$ cat config.mk
export PLATFORM = sky130hd
export DESIGN_NAME = async_serial_receiver
export DESIGN_NICKNAME = d
export VERILOG_FILES = /design/src/rx_pkg.sv /design/src/async_serial_receiver.sv
export SDC_FILE = /design/constraint.sdc
export NUM_CORES = 1
export LEC_CHECK = 0
export BUFFER_PORTS_ARGS = -buffer_cell sky130_fd_sc_hd__buf_2
export CORE_MARGIN = 1
export CORE_UTILIZATION = 55
export DETAILED_ROUTE_END_ITERATION = 8
export PLACE_DENSITY = 0.76
export SETUP_SLACK_MARGIN = 0.2
export SYNTH_ARGS = -nofsm -noshare
export SYNTH_HDL_FRONTEND = slang
export SYNTH_SLANG_ARGS = --single-unit
$ cat constraint.sdc
create_clock -name clk -period 2.85 [get_ports clk]
set_clock_uncertainty 0.05 [all_clocks]
set_input_delay 0.4275 -clock clk [delete_from_list [all_inputs] [get_ports clk]]
set_output_delay 0.4275 -clock clk [all_outputs]
set_load 0.005 [all_outputs]
$ cat src/rx_pkg.sv
`default_nettype none
package rx_pkg;
	// register byte offsets on the plain port
	localparam logic [7:0] OFF_RX_STATUS_CTRL  = 8'h00;
	localparam logic [7:0] OFF_TX_STATUS_CTRL  = 8'h01;
	localparam logic [7:0] OFF_RATE_CTRL       = 8'h02;
	localparam logic [7:0] OFF_PERIPH_ENABLES  = 8'h03;
	localparam logic [7:0] OFF_PERIPH_FLAGS    = 8'h04;
	localparam logic [7:0] OFF_IRQ_CTRL        = 8'h05;
	localparam logic [7:0] OFF_RECEIVE_DATA    = 8'h06;
	localparam logic [7:0] OFF_RATE_DIVISOR    = 8'h07;

	// receive_status_control fields
	localparam int BIT_PORT_ENABLE   = 7;
	localparam int BIT_NINE_SELECT   = 6;
	localparam int BIT_CONT_RX_EN    = 4;
	localparam int BIT_ADDR_DETECT   = 3;
	localparam int BIT_STOP_ERR      = 2;
	localparam int BIT_OVERFLOW_ERR  = 1;
	localparam int BIT_NINTH_RX      = 0;
	localparam logic [7:0] RSC_WR_MASK = 8'hF8;
	// other control fields
	localparam int BIT_CLOCKED_MODE  = 4;
	localparam int BIT_RX_IDLE       = 6;
	localparam int BIT_RX_IRQ_EN     = 5;
	localparam int BIT_RX_PENDING    = 5;
	localparam int BIT_GLOBAL_IRQ    = 7;
	localparam int BIT_PERIPH_IRQ    = 6;

	// reset values
	localparam logic [7:0] RST_REG8    = 8'h00;
	localparam logic [7:0] RST_DIVISOR = 8'h0F;

	// oversampling counts in ticks of the 16x sample clock, last data bit numbers, queue depth in entries
	localparam logic [3:0] START_DECIDE = 4'h7;
	localparam logic [3:0] BIT_DECIDE   = 4'hF;
	localparam logic [3:0] LAST_BIT_8   = 4'h7;
	localparam logic [3:0] LAST_BIT_9   = 4'h8;
	localparam logic [1:0] FIFO_DEPTH   = 2'h2;

	typedef enum logic [1:0] {ph_idle, ph_start, ph_data, ph_stop} rx_phase_e;

	typedef struct packed {
		logic [7:0] addr;
		logic [7:0] wdata;
		logic       wr;
		logic       rd;
	} bus_req_s;

	typedef struct packed {
		logic       fe;
		logic [8:0] data;
	} rx_entry_s;
endpackage : rx_pkg
`default_nettype wire

$ cat src/async_serial_receiver.sv
// Function
// - 16x oversampling, shifter advances once per bit
// - finished characters enter two-entry queue
// - falling edge on line starts character
// - false start at half bit silently abandoned
// - bit centres every bit, majority vote
// - low stop sample marks framing error
// - push and pending right after stop
// - data read returns oldest, pops queue
// - pending follows enabled and queue occupied
// - interrupt needs all three enables set
// - framing error per entry, head visible
// - port disable clears error status
// - framing error never stops reception
// - third character with full queue overruns
// - overrun cleared by receive or port disable
// - nine-bit mode, ninth bit of head shown
// - address mode, with nine-bit mode on, keeps only ninth-bit-set characters
`default_nettype none
module async_serial_receiver
(
	// clock and reset
	input  wire logic            clk,
	input  wire logic            srst,
	// serial line
	input  wire logic            serial_in_pin,
	// register port
	input  wire rx_pkg::bus_req_s bus_req,
	output logic [7:0]           rdata,
	// interrupt side
	output logic                 receive_pending_flag,
	output logic                 receive_irq
);
	import rx_pkg::*;

	typedef struct packed {
		logic                  line_meta;
		logic                  line_sync;
		logic                  line_prev;
		logic [7:0]            tick_cnt;
		rx_phase_e             phase;
		logic [3:0]            tcnt;
		logic [2:0]            smp;
		logic [3:0]            bitn;
		logic [8:0]            shifter;
		rx_entry_s [1:0]       ent;
		logic                  head;
		logic [1:0]            count;
		logic                  overrun;
		logic [7:0]            rsc;
		logic [7:0]            tsc;
		logic [7:0]            rate;
		logic [7:0]            pen;
		logic [7:0]            pfl;
		logic [7:0]            irqc;
		logic [7:0]            div;
		logic [7:0]            rdata;
	} rx_state_s;

	rx_state_s st_ff;
	rx_state_s nxt_st;

	function automatic logic majority(input logic [2:0] s);
		majority = (s[0] & s[1]) | (s[0] & s[2]) | (s[1] & s[2]);
	endfunction : majority

	logic      port_enable;
	logic      continuous_receive_enable;
	logic      nine_bit_select;
	logic      addr_detect_on;
	logic      rx_on;
	logic      tick;
	logic      vote;
	logic      done;
	logic      accept;
	logic      pop;
	logic      push;
	logic      tail;
	rx_entry_s ch;
	rx_entry_s head_ent;

	assign port_enable               = st_ff.rsc[BIT_PORT_ENABLE];
	assign continuous_receive_enable = st_ff.rsc[BIT_CONT_RX_EN];
	assign nine_bit_select           = st_ff.rsc[BIT_NINE_SELECT];
	assign addr_detect_on            = st_ff.rsc[BIT_ADDR_DETECT];
	assign tail                      = st_ff.head ^ st_ff.count[0];
	// empty queue shows zero status, so port disable clears it
	assign head_ent = (st_ff.count != 2'h0) ? st_ff.ent[st_ff.head] : '0;
	assign receive_pending_flag = port_enable
		&& (st_ff.count != 2'h0);
	assign receive_irq = receive_pending_flag
		&& st_ff.pen[BIT_RX_IRQ_EN]
		&& st_ff.irqc[BIT_PERIPH_IRQ]
		&& st_ff.irqc[BIT_GLOBAL_IRQ];
	assign rdata = st_ff.rdata;

	always_comb begin
		nxt_st = st_ff;
		tick   = 1'b0;
		vote   = 1'b0;
		done   = 1'b0;
		accept = 1'b0;
		push   = 1'b0;
		ch     = '0;
		// two flops before the line is looked at
		nxt_st.line_meta = serial_in_pin;
		nxt_st.line_sync = st_ff.line_meta;
		nxt_st.line_prev = st_ff.line_sync;
		rx_on = port_enable && continuous_receive_enable
			&& !st_ff.tsc[BIT_CLOCKED_MODE] && !st_ff.overrun;
		// 16x sample tick from the divisor
		if (st_ff.tick_cnt == st_ff.div) begin
			nxt_st.tick_cnt = 8'h00;
			tick = 1'b1;
		end else begin
			nxt_st.tick_cnt = st_ff.tick_cnt + 8'h01;
		end
		vote = majority({st_ff.smp[1:0], st_ff.line_sync});
		case (st_ff.phase)
			ph_idle: begin
				if (rx_on && st_ff.line_prev && !st_ff.line_sync) begin
					nxt_st.phase    = ph_start;
					nxt_st.tcnt     = 4'h0;
					nxt_st.smp      = 3'h0;
					nxt_st.tick_cnt = 8'h00;
				end
			end
			ph_start: begin
				if (tick) begin
					nxt_st.smp  = {st_ff.smp[1:0], st_ff.line_sync};
					nxt_st.tcnt = st_ff.tcnt + 4'h1;
					if (st_ff.tcnt == START_DECIDE) begin
						nxt_st.tcnt = 4'h0;
						nxt_st.bitn = 4'h0;
						// no error raised for a glitch
						nxt_st.phase = vote ? ph_idle : ph_data;
					end
				end
			end
			ph_data: begin
				if (tick) begin
					nxt_st.smp  = {st_ff.smp[1:0], st_ff.line_sync};
					nxt_st.tcnt = st_ff.tcnt + 4'h1;
					if (st_ff.tcnt == BIT_DECIDE) begin
						nxt_st.shifter = {vote, st_ff.shifter[8:1]};
						nxt_st.bitn = st_ff.bitn + 4'h1;
						if (st_ff.bitn == (nine_bit_select ?
								LAST_BIT_9 : LAST_BIT_8)) begin
							nxt_st.phase = ph_stop;
						end
					end
				end
			end
			ph_stop: begin
				if (tick) begin
					nxt_st.smp  = {st_ff.smp[1:0], st_ff.line_sync};
					nxt_st.tcnt = st_ff.tcnt + 4'h1;
					if (st_ff.tcnt == BIT_DECIDE) begin
						done = 1'b1;
						ch.fe = !vote;
						ch.data = nine_bit_select ? st_ff.shifter
							: {1'b0, st_ff.shifter[8:1]};
						nxt_st.phase = ph_idle;
					end
				end
			end
			default: nxt_st.phase = ph_idle;
		endcase
		// a character cut off by disable is dropped, never queued
		if (!rx_on) begin
			nxt_st.phase = ph_idle;
			done         = 1'b0;
		end

		// register port
		pop = bus_req.rd && (bus_req.addr == OFF_RECEIVE_DATA)
			&& (st_ff.count != 2'h0);
		nxt_st.rdata = 8'h00;
		if (bus_req.rd) begin
			case (bus_req.addr)
				OFF_RX_STATUS_CTRL: nxt_st.rdata = (st_ff.rsc & RSC_WR_MASK)
					| {5'h00, head_ent.fe, st_ff.overrun,
					head_ent.data[8]};
				OFF_TX_STATUS_CTRL: nxt_st.rdata = st_ff.tsc;
				OFF_RATE_CTRL: nxt_st.rdata = st_ff.rate
					| ({7'h00, st_ff.phase == ph_idle} << BIT_RX_IDLE);
				OFF_PERIPH_ENABLES: nxt_st.rdata = st_ff.pen;
				OFF_PERIPH_FLAGS: nxt_st.rdata = st_ff.pfl
					| ({7'h00, receive_pending_flag} << BIT_RX_PENDING);
				OFF_IRQ_CTRL: nxt_st.rdata = st_ff.irqc;
				OFF_RECEIVE_DATA: nxt_st.rdata = head_ent.data[7:0];
				OFF_RATE_DIVISOR: nxt_st.rdata = st_ff.div;
				default: nxt_st.rdata = 8'h00;
			endcase
		end
		if (bus_req.wr) begin
			case (bus_req.addr)
				// error and ninth-bit fields are status only
				OFF_RX_STATUS_CTRL: nxt_st.rsc = bus_req.wdata & RSC_WR_MASK;
				OFF_TX_STATUS_CTRL: nxt_st.tsc = bus_req.wdata;
				OFF_RATE_CTRL: nxt_st.rate = bus_req.wdata
					& ~(8'h01 << BIT_RX_IDLE);
				OFF_PERIPH_ENABLES: nxt_st.pen = bus_req.wdata;
				// pending bit cannot be written
				OFF_PERIPH_FLAGS: nxt_st.pfl = bus_req.wdata
					& ~(8'h01 << BIT_RX_PENDING);
				OFF_IRQ_CTRL: nxt_st.irqc = bus_req.wdata;
				OFF_RATE_DIVISOR: nxt_st.div = bus_req.wdata;
				default: ;
			endcase
		end

		// queue: a pop frees the slot a same-cycle push needs
		accept = !(addr_detect_on && nine_bit_select) || ch.data[8];
		if (done && accept) begin
			if (st_ff.count == FIFO_DEPTH && !pop) begin
				nxt_st.overrun = 1'b1;
			end else begin
				push = 1'b1;
			end
		end
		if (push) begin
			nxt_st.ent[tail] = ch;
		end
		if (pop) begin
			nxt_st.head = !st_ff.head;
		end
		nxt_st.count = st_ff.count + {1'b0, push} - {1'b0, pop};
		if (!continuous_receive_enable) begin
			nxt_st.overrun = 1'b0;
		end
		if (!port_enable) begin
			nxt_st.count   = 2'h0;
			nxt_st.head    = 1'b0;
			nxt_st.overrun = 1'b0;
			nxt_st.phase   = ph_idle;
		end
	end

	always_ff @(posedge clk) begin
		if (srst) begin
			st_ff       <= '0;
			st_ff.phase <= ph_idle;
			st_ff.smp   <= 3'h7;
			st_ff.rsc   <= RST_REG8;
			st_ff.tsc   <= RST_REG8;
			st_ff.rate  <= RST_REG8;
			st_ff.pen   <= RST_REG8;
			st_ff.pfl   <= RST_REG8;
			st_ff.irqc  <= RST_REG8;
			st_ff.div   <= RST_DIVISOR;
			st_ff.rdata <= RST_REG8;
		end else begin
			st_ff <= nxt_st;
		end
	end
endmodule : async_serial_receiver
`default_nettype wire

; After elaboration in Yosys (flattened, before gate mapping)
; Index checks and enable logic that the tools add are counted.
[word_totals]
regBits = 115
in_bits = 21
output_inout_bits = 10
elab_cells = 145
[op_classes]
add_sub_neg = 5
magnitude_cmp = 3
n_eq_ne = 23
muxes = 34
bitwise = 13
reduce_logical = 43
[ops]
columns = op, count
row1 = $mux W10, 7
row2 = $pmux W8 S8, 1
row3 = $pmux W9 S4, 1
row4 = $eq A8 B3 Y1 const B, 4
row5 = $mux W13, 2
row6 = $mux W22, 1
row7 = $bwmux W20, 1
row8 = $mux W9, 2
row9 = $mux W17, 1
row10 = $eq A8 B2 Y1 const B, 2
row11 = $mux W8, 2
row12 = $ne A2 B2 Y1 const B, 8
row13 = $reduce_and A2 Y1, 8
row14 = $logic_and A1 B1 Y1, 15
row15 = $demux W10 S1, 1
row16 = $add A4 B1 Y4 const B, 2
row17 = $add A8 B1 Y8 const B, 1
row18 = $eq A8 B1 Y1 const B, 1
row19 = $eq A8 B8 Y1, 1
row20 = $logic_not A8 Y1, 1
row21 = $mux W2, 4
row22 = $mux W4, 2
row23 = $or A8 B3 Y8, 1
row24 = $or A8 B6 Y8, 1
row25 = other kinds (27), 51

; Depth between registers and ports, before layout
; Gate-level depths: netlist of run 1.
[logic_depth]
word_depth = 12
mapped_depth = 11
mapped_depth_nobuf = 11

; Least setup slack after synthesis of run 1
; OpenSTA, ideal clock, no wires.
[synth_timing]
path_kind = input -> register
startpoint = input bus_req[11] in the netlist's numbering
endpoint = register st_ff[66] in the netlist's numbering
setup_time_ns = 0.115
t_arrival_ns = 2.432
required_ns = 2.685
slack_ns = 0.253
cell_stages = 11
path_cell_list = clkbuf_1 > nor2b_1 > nor4b_1 > a21oi_1 > nand2b_1 > ha_1 > inv_1 > ha_1 > xor2_1 > xnor2_1 > nor2_1
[synth_between]
elab_chain_cells = 9
[synth_rtl]
columns = element, line_no
row1 = start: declaration, async_serial_receiver.sv:28  ; input wire rx_pkg::bus_req_s bus_req,
row2 = $eq A8 B3 Y1 *, async_serial_receiver.sv:176  ; pop = bus_req.rd && (bus_req.addr == OFF_RECEIVE_DATA)
row3 = $logic_and A1 B1 Y1 *, async_serial_receiver.sv:176
row4 = $logic_and A1 B1 Y1 *, async_serial_receiver.sv:177  ; && (st_ff.count != 2'h0);
row5 = $logic_not A1 Y1, async_serial_receiver.sv:216  ; if (st_ff.count == FIFO_DEPTH && !pop) begin
row6 = $logic_and A1 B1 Y1, async_serial_receiver.sv:216
row7 = $mux W1, async_serial_receiver.sv:216
row8 = $mux W1, async_serial_receiver.sv:215  ; if (done && accept) begin
row9 = $add A2 B1 Y2, async_serial_receiver.sv:228  ; nxt_st.count = st_ff.count + {1'b0, push} - {1'b0, pop};
row10 = $sub A2 B1 Y2 *, async_serial_receiver.sv:228
row11 = end signal: assignment, async_serial_receiver.sv:254  ; st_ff <= nxt_st;
row12 = end: declaration, async_serial_receiver.sv:60  ; rx_state_s st_ff;
; Mark *: on every way between the ends. The rest lies on a longest branch, timed or not.
; A chain may end at the register's enable or synchronous reset.

; Final worst setup path of run 1
[layout_timing]
startpoint = register st_ff[104] in the netlist's numbering
endpoint = register st_ff[69] in the netlist's numbering
[layout_between]
elab_chain_cells = 7
elab_cells_between_ends = 12
cone_classes = eq/ne (1) / mux (9) / reduce/logical (2)
[layout_rtl]
columns = element, line_no
row1 = $eq A4 B4 Y1 *, async_serial_receiver.sv:158  ; if (st_ff.tcnt == BIT_DECIDE) begin
row2 = $mux W1 / $mux W10 (equally long branches), async_serial_receiver.sv:158
row3 = $mux W1 / $mux W10 (equally long branches), async_serial_receiver.sv:155  ; if (tick) begin
row4 = $mux W1 / $mux W10 (equally long branches), async_serial_receiver.sv:119  ; case (st_ff.phase)
row5 = $mux W1 / $logic_or A1 B1 Y1 (equally long branches), "async_serial_receiver.sv:170, async_serial_receiver.sv:214"
row6 = $logic_and A1 B1 Y1, async_serial_receiver.sv:215
row7 = $mux W1, async_serial_receiver.sv:215
; Marked as above.

==> impl_metrics.py, run 1 <==
metrics = {
    "setup_path": {
        "reg2reg_slack_ps": 380,
        "rr_worst_depth": 7,
        "arrival_ps": 2840,
        "end_kind": "flop",
        "critPathLaunch": "st_ff[104]",
        "start_kind": "flop",
        "critPathMaxFanout": 10,
        "r2r_end": "st_ff[69]",
        "crit_type": "reg -> reg",
        "endpoint": "st_ff[69]",
        "crit_required_ps": 3220,
        "rr_startpoint": "st_ff[104]",
    },
    "synthesis": {
        "syn_avg_cell_area_um2": 9.520,
        "async_flop_share": 0,
        "ys_warn_count": 0,
        "synth-seq-area-share": 0.4220,
        "synth-seq-cells": 115,
        "synth_cell_type_count": 53,
        "syn_area_um2": 5455,
        "synth_edf_count": 0,
        "syn_inst": 573,
        "synth_ff_type": "dfxtp_1",
        "syn_nets": 599,
    },
    "power_and_ir_drop": {
        "p_per_area_nw_per_um2": 590.4,
        "p_leak_nw": 2.348,
        "combPwrFrac": 0.035,
        "switching_share": 0.2142,
        "pwr-share-clk": 0.526,
        "seqPwrFrac": 0.438,
        "power_w": 0.003702,
        "p_int_w": 0.002909,
        "p_switching_w": 0.0007930,
        "max-vdd-ir-drop_mv": 0.4898,
    },
    "finish": {
        "insertedDiodeCount": 0,
        "final_cell_mix": "dfxtp_1, mux2i_1, nor2_1, nand2_1, buf_2",
        "fillers": 723,
        "layout-drive-gt1-share": 0.1820,
        "final_common_cell": "dfxtp_1",
        "nets": 625,
        "syn_to_final_growth_pct": 14.95,
        "finalInstanceArea_um2": 6271,
        "final_util": 0.6660,
    },
    "outcome": {
        "status": "completed",
    },
    "sta": {
        "rsz0062_at_grt": "false",
        "hold_violations": 0,
        "finalCriticalPeriod_ps": 2473,
        "setup_slack_ps": 377.5,
        "drv_slew": 0,
        "timing.final.crit_share": 0.8675,
        "setup_tns_ps": 0,
        "slew_headroom": 0.5524,
        "fmax_mhz": 404.4,
        "worst_pin_slew_ps": 671.3,
        "setup_viol_count_final": 0,
    },
    "floorplan": {
        "num_io_pins": 31,
        "die_w_um": 101.6,
        "core_um2": 9415,
        "die_h_um": 101.6,
        "rows": 35,
        "dieArea_um2": 10320,
        "start_util": 0.5794,
    },
    "cts": {
        "clockRootBuffer": "clkbuf_8",
        "cts_tree": "done",
        "cts.sinks": 115,
        "cts_made_buffers": 17,
        "h-tree-depth": 4,
        "clock_path_buffers": 2,
        "clk_latency_ps": 510,
        "clk_pin_slew_ps": 50,
        "cts-hold-fix-buffers": 0,
    },
    "placed_design": {
        "port_buffers": 30,
        "dp_hpwl_um": 8633,
        "pre_cts_ws_ps": -6.590,
        "place_area_um2": 5713,
        "gp_congestion": 0.8230,
    },
    "global_route": {
        "grt_max_degree": 35,
        "grt_pass1_wl_um": 20570,
        "grt_pass1_vias": 4158,
        "track_usage": 0.2654,
        "grt.overflow.total": 0,
        "antenna_found_initial": 0,
    },
    "routing": {
        "routed_wl_um": 12800,
        "wl_per_cell_um": 17.32,
        "dr.pass1.iters": 5,
        "ant_nets": 0,
        "via_per_inst": 5.773,
        "drtIter0Drc": 275,
        "drc": 0,
        "num_vias": 4266,
    },
    "job": {
        "cap_violations": 0,
    },
    "worst_hold_path": {
        "hp-class": "in -> reg",
    },
}
power by group through the flow:
stage / logic [W] / registers [W] / clock network, W
floorplan: 0.0000808 / 0.00165 / 0
global placement: 0.000126 / 0.00166 / 0
detailed placement: 0.000128 / 0.00166 / 0
CTS: 0.000129 / 0.00162 / 0.00197
global route: 0.000142 / 0.00162 / 0.00204
finish: 0.000131 / 0.00162 / 0.00195
Yosys cell counts, drive strengths merged, types with 7 or more instances:
| library cell | instances | area share |
|---|---|---|
| a22oi | 9 | 0.012 |
| xor2 | 7 | 0.011 |
| o21ai | 9 | 0.0083 |
| nand2 | 43 | 0.030 |
| a21oi | 20 | 0.018 |
| nand2b | 28 | 0.032 |
| nor2b | 12 | 0.014 |
| xnor2 | 14 | 0.022 |
| and3 | 7 | 0.0080 |
| dfxtp | 115 | 0.42 |
| clkbuf | 25 | 0.017 |
| a211o | 7 | 0.011 |
| nand3 | 14 | 0.013 |
| buf | 15 | 0.017 |
| nor2 | 76 | 0.052 |
| mux2i | 77 | 0.14 |
| mux2 | 18 | 0.037 |
| inv | 7 | 0.0048 |
layout make-up:
| cell class | instances | area, um^2 | area share |
|---|---|---|---|
| well taps | 129 | 161.4 | 0.02574 |
| clock inverters | 10 | 111.4 | 0.01776 |
| clock buffers | 20 | 435.4 | 0.06943 |
| inverters | 7 | 26.28 | 0.004190 |
| multi-input cells | 411 | 2957 | 0.4715 |
| repair buffers | 47 | 277.8 | 0.04429 |
| flip-flops and latches | 115 | 2302 | 0.3671 |
state kept, by name, summed over array words and instances, names as in the netlist:
register and cells:
addr_detect_on 1, continuous_receive_enable 1, nine_bit_select 1, nxt_st 2, port_enable 1, rdata 8
st_ff 101
through the flow:
step,hold WS (ps),std cells
6_report,80.60,739
5_1_grt,98.48,739
4_1_cts,80.78,739
3_5_place_dp,395.6,709
3_3_place_gp,385.6,709
2_1_floorplan,363.8,573
cell families (layout without fill, tap and decap cells):
family          count (synthesis)  after routing  share of synthesized area
compound gates                 62             62                    0.07386
xor+xnor                       21             21                    0.03372
fa+ha+maj                       6              6                    0.01330
buf+inv                        47             84                    0.03899
flops                         115            115                     0.4220
mux                           101            101                     0.2032
simple gates                  221            221                     0.2149
worst max-delay path: stages, from the launching register on:
cell and delay (ps):
dfxtp_1 380, ha_1 230, and4_1 220, nand3_2 140, or4_1 600, nor3_1 210, buf_4 270, mux2i_1 270
routing by layer:
layer,global-route usage,part of all wire,wire length (um)
met3,0.07108,0.044,561
met2,0.4397,0.49,6286
met1,0.3282,0.45,5731
met5,0,0,0
met4,0.1048,0.017,219
how the worst min path moves through the flow:
stage | slack (ps) | end | start | depth (start not counted)
6_report | 80 | nxt_st[119] | serial_in_pin | 2
5_1_grt | 100 | nxt_st[119] | serial_in_pin | 2
4_1_cts | 80 | nxt_st[119] | serial_in_pin | 2
3_5_place_dp | 400 | st_ff[32] | st_ff[32] | 2
3_3_place_gp | 390 | nxt_st[118] | nxt_st[119] | 1
2_1_floorplan | 360 | nxt_st[118] | nxt_st[119] | 1
what timing repair did:
item / CTS / global route
setup endpoints to repair: 0 / 2
setup buffers: 0 / 0
resized for setup: 0 / 2
(Power assumes the default switching activity.)
==> run 2, diff against run 1 <==
Settings changed: CORE_ASPECT_RATIO set to 1.75, CTS_BUF_LIST set to sky130_fd_sc_hd__clkbuf_4 sky130_fd_sc_hd__clkbuf_8 sky130_fd_sc_hd__clkbuf_16.
==> run 2 against run 1 <==
Global-route usage decreased by 0.87 points. Combinational power about the same. Worst setup slack got worse by 49 ps. Fmax decreased by 2.0%. Highest routed layer unchanged.
==> impl_metrics.py, run 2 (synthesis results as in run 1) <==
metrics = {
    "outcome": {
        "status": "completed",
    },
    "placed_design": {
        "gp_congestion": 0.8285,
        "dp_hpwl_um": 8675,
        "place_area_um2": 5702,
        "port_buffers": 30,
    },
    "setup_path": {
        "crit_type": "reg -> reg",
        "arrival_ps": 2780,
        "rr_worst_depth": 12,
        "crit_required_ps": 3110,
        "critPathMaxFanout": 4,
        "critPathLaunch": "st_ff[104]",
        "rr_startpoint": "st_ff[104]",
        "end_kind": "flop",
        "start_kind": "flop",
    },
    "routing": {
        "dr.pass1.iters": 4,
        "routed_wl_um": 12360,
        "via_per_inst": 5.740,
        "drtIter0Drc": 227,
        "wl_per_cell_um": 16.89,
        "num_vias": 4202,
        "drc": 0,
        "ant_nets": 0,
    },
    "cts": {
        "cts_tree": "done",
        "cts-hold-fix-buffers": 0,
        "clk_pin_slew_ps": 60,
        "cts_setup_buffers": 0,
        "cts.sinks": 115,
        "clock_path_buffers": 2,
        "cts_resized": 0,
        "clk_latency_ps": 410,
        "h-tree-depth": 4,
        "clockRootBuffer": "clkbuf_16",
        "cts_made_buffers": 17,
    },
    "worst_hold_path": {
        "min_from": "serial_in_pin",
        "hp-class": "in -> reg",
        "whs_path_depth": 2,
    },
    "floorplan": {
        "die_h_um": 133.7,
        "core_um2": 9527,
        "start_util": 0.5726,
        "rows": 47,
        "die_w_um": 77.29,
        "dieArea_um2": 10340,
        "num_io_pins": 31,
    },
    "finish": {
        "layout-drive-gt1-share": 0.1820,
        "fillers": 783,
        "multi_input_area_um2": 2945,
        "final_common_cell": "dfxtp_1",
        "nets": 623,
        "largest_register_ffs": 101,
        "syn_to_final_growth_pct": 16.15,
        "insertedDiodeCount": 0,
        "ff_latch_area_um2": 2302,
        "finalInstanceArea_um2": 6336,
        "final_util": 0.6651,
        "final_cell_mix": "dfxtp_1, mux2i_1, nor2_1, nand2_1, buf_2",
        "regMostFlops": "st_ff",
    },
    "power_and_ir_drop": {
        "p_per_area_nw_per_um2": 631.1,
        "power_w": 0.003999,
        "p_leak_nw": 2.381,
        "max-vdd-ir-drop_mv": 0.5473,
    },
    "sta": {
        "holdWs_ps": 171.6,
        "rsz0062_at_grt": "false",
        "worst_pin_slew_ps": 596.4,
        "timing.final.crit_share": 0.8848,
        "fmax_mhz": 396.6,
        "drv_slew": 0,
        "hold_violations": 0,
        "finalCriticalPeriod_ps": 2522,
        "setup_tns_ps": 0,
        "setup_viol_count_final": 0,
        "slew_headroom": 0.6024,
    },
    "job": {
        "cap_violations": 0,
    },
    "global_route": {
        "grt.overflow.total": 0,
        "track_usage": 0.2568,
        "antenna_found_initial": 0,
        "grt_max_degree": 63,
        "grt_pass1_vias": 4301,
        "grt_pass1_wl_um": 20450,
    },
}
==> run 2: where the power goes <==
group | internal (W) | switching (W) | leakage (nW)
sequential | 0.00161 | 0.00000803 | 0.927
combinational | 0.0000479 | 0.0000827 | 1.15
clock | 0.00147 | 0.000777 | 0.300
total | 0.00313 | 0.000868 | 2.38
==> run 2: final cells by class <==
type,instances,share of cell area
Multi-Input combinational cell,411,0.4648
Sequential cell,115,0.3633
Clock buffer,17,0.06714
Timing Repair Buffer,45,0.04344
Clock inverter,15,0.03298
Tap cell,122,0.02409
Inverter,7,0.004147
==> run 2: path summary, 6_finish.rpt <==
path                 endpoint  slack, ps
hold / removal    nxt_st[119]        170
hold reg to reg     st_ff[35]        400
setup reg to reg    st_ff[66]        330
setup / recovery    st_ff[66]        330
==> run 2: per-layer routing <==
layer / track usage / wire length, um / part of all wire / up-vias
met2: 0.4548 / 6520 / 0.53 / 96
met4: 0.1426 / 486 / 0.039 / 0
met3: 0.06438 / 412 / 0.033 / 29
met1: 0.2734 / 4941 / 0.40 / 2023
met5: 0 / 0 / 0 / -
li1: - / - / - / 2054
==> run 2: critical path, stage by stage, from the launching register on <==
cell	delay [ps]
dfxtp_1	390
ha_1	230
and4_1	210
nand3_1	170
nor4_1	290
buf_4	180
nand2b_1	60
ha_1	270
inv_1	60
ha_1	140
xor2_1	170
xnor2_1	140
nor2_1	50
==> run 2: stage by stage <==
| step | setup slack (ps) | instances |
|---|---|---|
| 2_1_floorplan | 253.3 | 573 |
| 6_report | 328.3 | 732 |
| 5_1_grt | 239.0 | 732 |
| 3_5_place_dp | 26.70 | 700 |
| 4_1_cts | 333.4 | 732 |
| 3_3_place_gp | 92.72 | 700 |
==> run 3, diff against run 2 <==
Settings changed: CELL_PAD_IN_SITES_DETAIL_PLACEMENT set to 0, CELL_PAD_IN_SITES_GLOBAL_PLACEMENT set to 2, CORE_UTILIZATION 55 to 39, PLACE_DENSITY 0.76 to 0.82.
==> run 3 against run 2 <==
Power fell by 3.8%. Sequential share of layout area fell by 0.54 points. Worst setup slack improved by 65 ps. Sequential power barely moved. Clock power fell by 7%. Clock-buffer cell count rose by 1. Worst hold slack improved by 5.8 ps. Utilization fell by 19 points. Routed wire length rose by 5.3%. Via count fell by 2.0%. Highest routed layer unchanged.
==> impl_metrics.py, run 3 (synthesis results as in run 1) <==
metrics = {
    "cts": {
        "h-tree-depth": 4,
        "cts-hold-fix-buffers": 0,
        "clk_pin_slew_ps": 60,
        "clockRootBuffer": "clkbuf_16",
        "clock_path_buffers": 2,
        "cts_made_buffers": 17,
        "clk_latency_ps": 410,
        "cts.sinks": 115,
        "cts_tree": "done",
    },
    "global_route": {
        "track_usage": 0.1908,
        "grt_max_degree": 39,
        "grt_pass1_wl_um": 21230,
        "grt.overflow.total": 0,
        "antenna_found_initial": 0,
        "grt_pass1_vias": 4129,
    },
    "power_and_ir_drop": {
        "p_leak_nw": 2.389,
        "power_w": 0.003849,
        "max-vdd-ir-drop_mv": 0.3278,
        "p_per_area_nw_per_um2": 598.4,
    },
    "setup_path": {
        "path_cells": "ha_2 -> and4_1 -> nand3_2 -> nor4_2 -> buf_4 -> nand2b_1 -> ha_1 -> inv_1 -> ha_1 -> xor2_1 -> xnor2_1 -> nor2_1",
        "crit_slowest_cell": "dfxtp_1",
        "rr_startpoint": "st_ff[104]",
        "end_kind": "flop",
        "start_kind": "flop",
        "reg2reg_slack_ps": 390,
        "crit_type": "reg -> reg",
        "critPathLaunch": "st_ff[104]",
        "rr_worst_depth": 12,
        "max_stage_delay_ps": 380,
        "arrival_ps": 2710,
        "r2r_end": "st_ff[66]",
        "critPathMaxFanout": 4,
        "endpoint": "st_ff[66]",
        "crit_required_ps": 3100,
        "cp_common_cell": "ha_1",
    },
    "sta": {
        "finalCriticalPeriod_ps": 2457,
        "fmax_mhz": 407.0,
        "timing.final.crit_share": 0.8622,
        "hold_violations": 0,
        "drv_slew": 0,
        "slew_headroom": 0.6182,
        "worst_pin_slew_ps": 571.9,
        "rsz0062_at_grt": "false",
        "setup_viol_count_final": 0,
    },
    "finish": {
        "final_common_cell": "dfxtp_1",
        "fillers": 1287,
        "insertedDiodeCount": 0,
        "syn_to_final_growth_pct": 17.89,
        "instances_no_fill": 791,
        "finalInstanceArea_um2": 6431,
        "largest_register_ffs": 101,
        "layout-drive-gt1-share": 0.1994,
        "nets": 630,
        "regMostFlops": "st_ff",
        "final_cell_mix": "dfxtp_1, mux2i_1, nor2_1, nand2_1, buf_2",
        "final_util": 0.4756,
    },
    "routing": {
        "ant_nets": 0,
        "wl_per_cell_um": 16.45,
        "drc": 0,
        "dr.pass1.iters": 4,
        "via_per_inst": 5.209,
        "drtIter0Drc": 136,
        "routed_wl_um": 13020,
        "num_vias": 4120,
    },
    "floorplan": {
        "core_um2": 13520,
        "start_util": 0.4034,
        "dieArea_um2": 14480,
        "die_h_um": 158.5,
        "rows": 56,
        "die_w_um": 91.41,
        "num_io_pins": 31,
    },
    "worst_hold_path": {
        "hp-class": "in -> reg",
    },
    "outcome": {
        "status": "completed",
    },
    "placed_design": {
        "place_inst": 757,
        "dp_hpwl_um": 9395,
        "place_area_um2": 5806,
        "port_buffers": 30,
        "gp_congestion": 0.8249,
    },
    "job": {
        "cap_violations": 0,
    },
}
[run 3: per-layer routing]
metal,part of all wire,global-route usage
met5,0,0
met2,0.52,0.3426
met3,0.020,0.03629
met1,0.44,0.2165
met4,0.020,0.08919
[run 3: metrics by stage]
step           worst slack [ps]  setup TNS [ps]  hold WS [ps]
3_3_place_gp              28.47               0         369.6
6_report                  392.8               0         177.4
5_1_grt                   217.4               0         177.2
4_1_cts                   258.4               0         155.3
2_1_floorplan             253.3               0         363.8
3_5_place_dp             -25.01          -25.01         370.4
[run 3: cell type report]
| cell class | count | area [um^2] | area share |
|---|---|---|---|
| Clock buffer | 18 | 432.9 | 0.06732 |
| Clock inverter | 14 | 157.7 | 0.02451 |
| Inverter | 7 | 26.28 | 0.004086 |
| Multi-Input combinational cell | 411 | 2979 | 0.4632 |
| Sequential cell | 115 | 2302 | 0.3580 |
| Tap cell | 174 | 217.7 | 0.03385 |
| Timing Repair Buffer | 52 | 315.3 | 0.04903 |
[run 3: worst max-delay path, delay by kind of cell (launching register included)]
family                   cells  cell delay (ps)
flip-flops                   1              380
buffers and inverters        2              210
XOR/XNOR                     2              300
AND/OR/NAND/NOR              5              720
adder cells (fa/ha/maj)      3              680
[run 3: worst min path at each step]
stage	slack, ps	depth (start not counted)	from	end
finish	180	2	serial_in_pin	nxt_st[119]
global route	180	2	serial_in_pin	nxt_st[119]
CTS	160	2	serial_in_pin	nxt_st[119]
detailed placement	370	1	nxt_st[119]	nxt_st[118]
global placement	370	1	nxt_st[119]	nxt_st[118]
floorplan	360	1	nxt_st[119]	nxt_st[118]
[run 3: timing repair]
item | CTS | global route
resized for setup | 0 | 4
buffers inserted | 0 | 2
setup endpoints to repair | 0 | 1
[run 3: power breakdown]
part / leakage [nW] / switching [W] / internal, W / total, W
logic: 1.18 / 0.0000858 / 0.0000482 / 0.000134
clock network: 0.280 / 0.000787 / 0.00131 / 0.00209
registers: 0.927 / 0.00000763 / 0.00161 / 0.00162
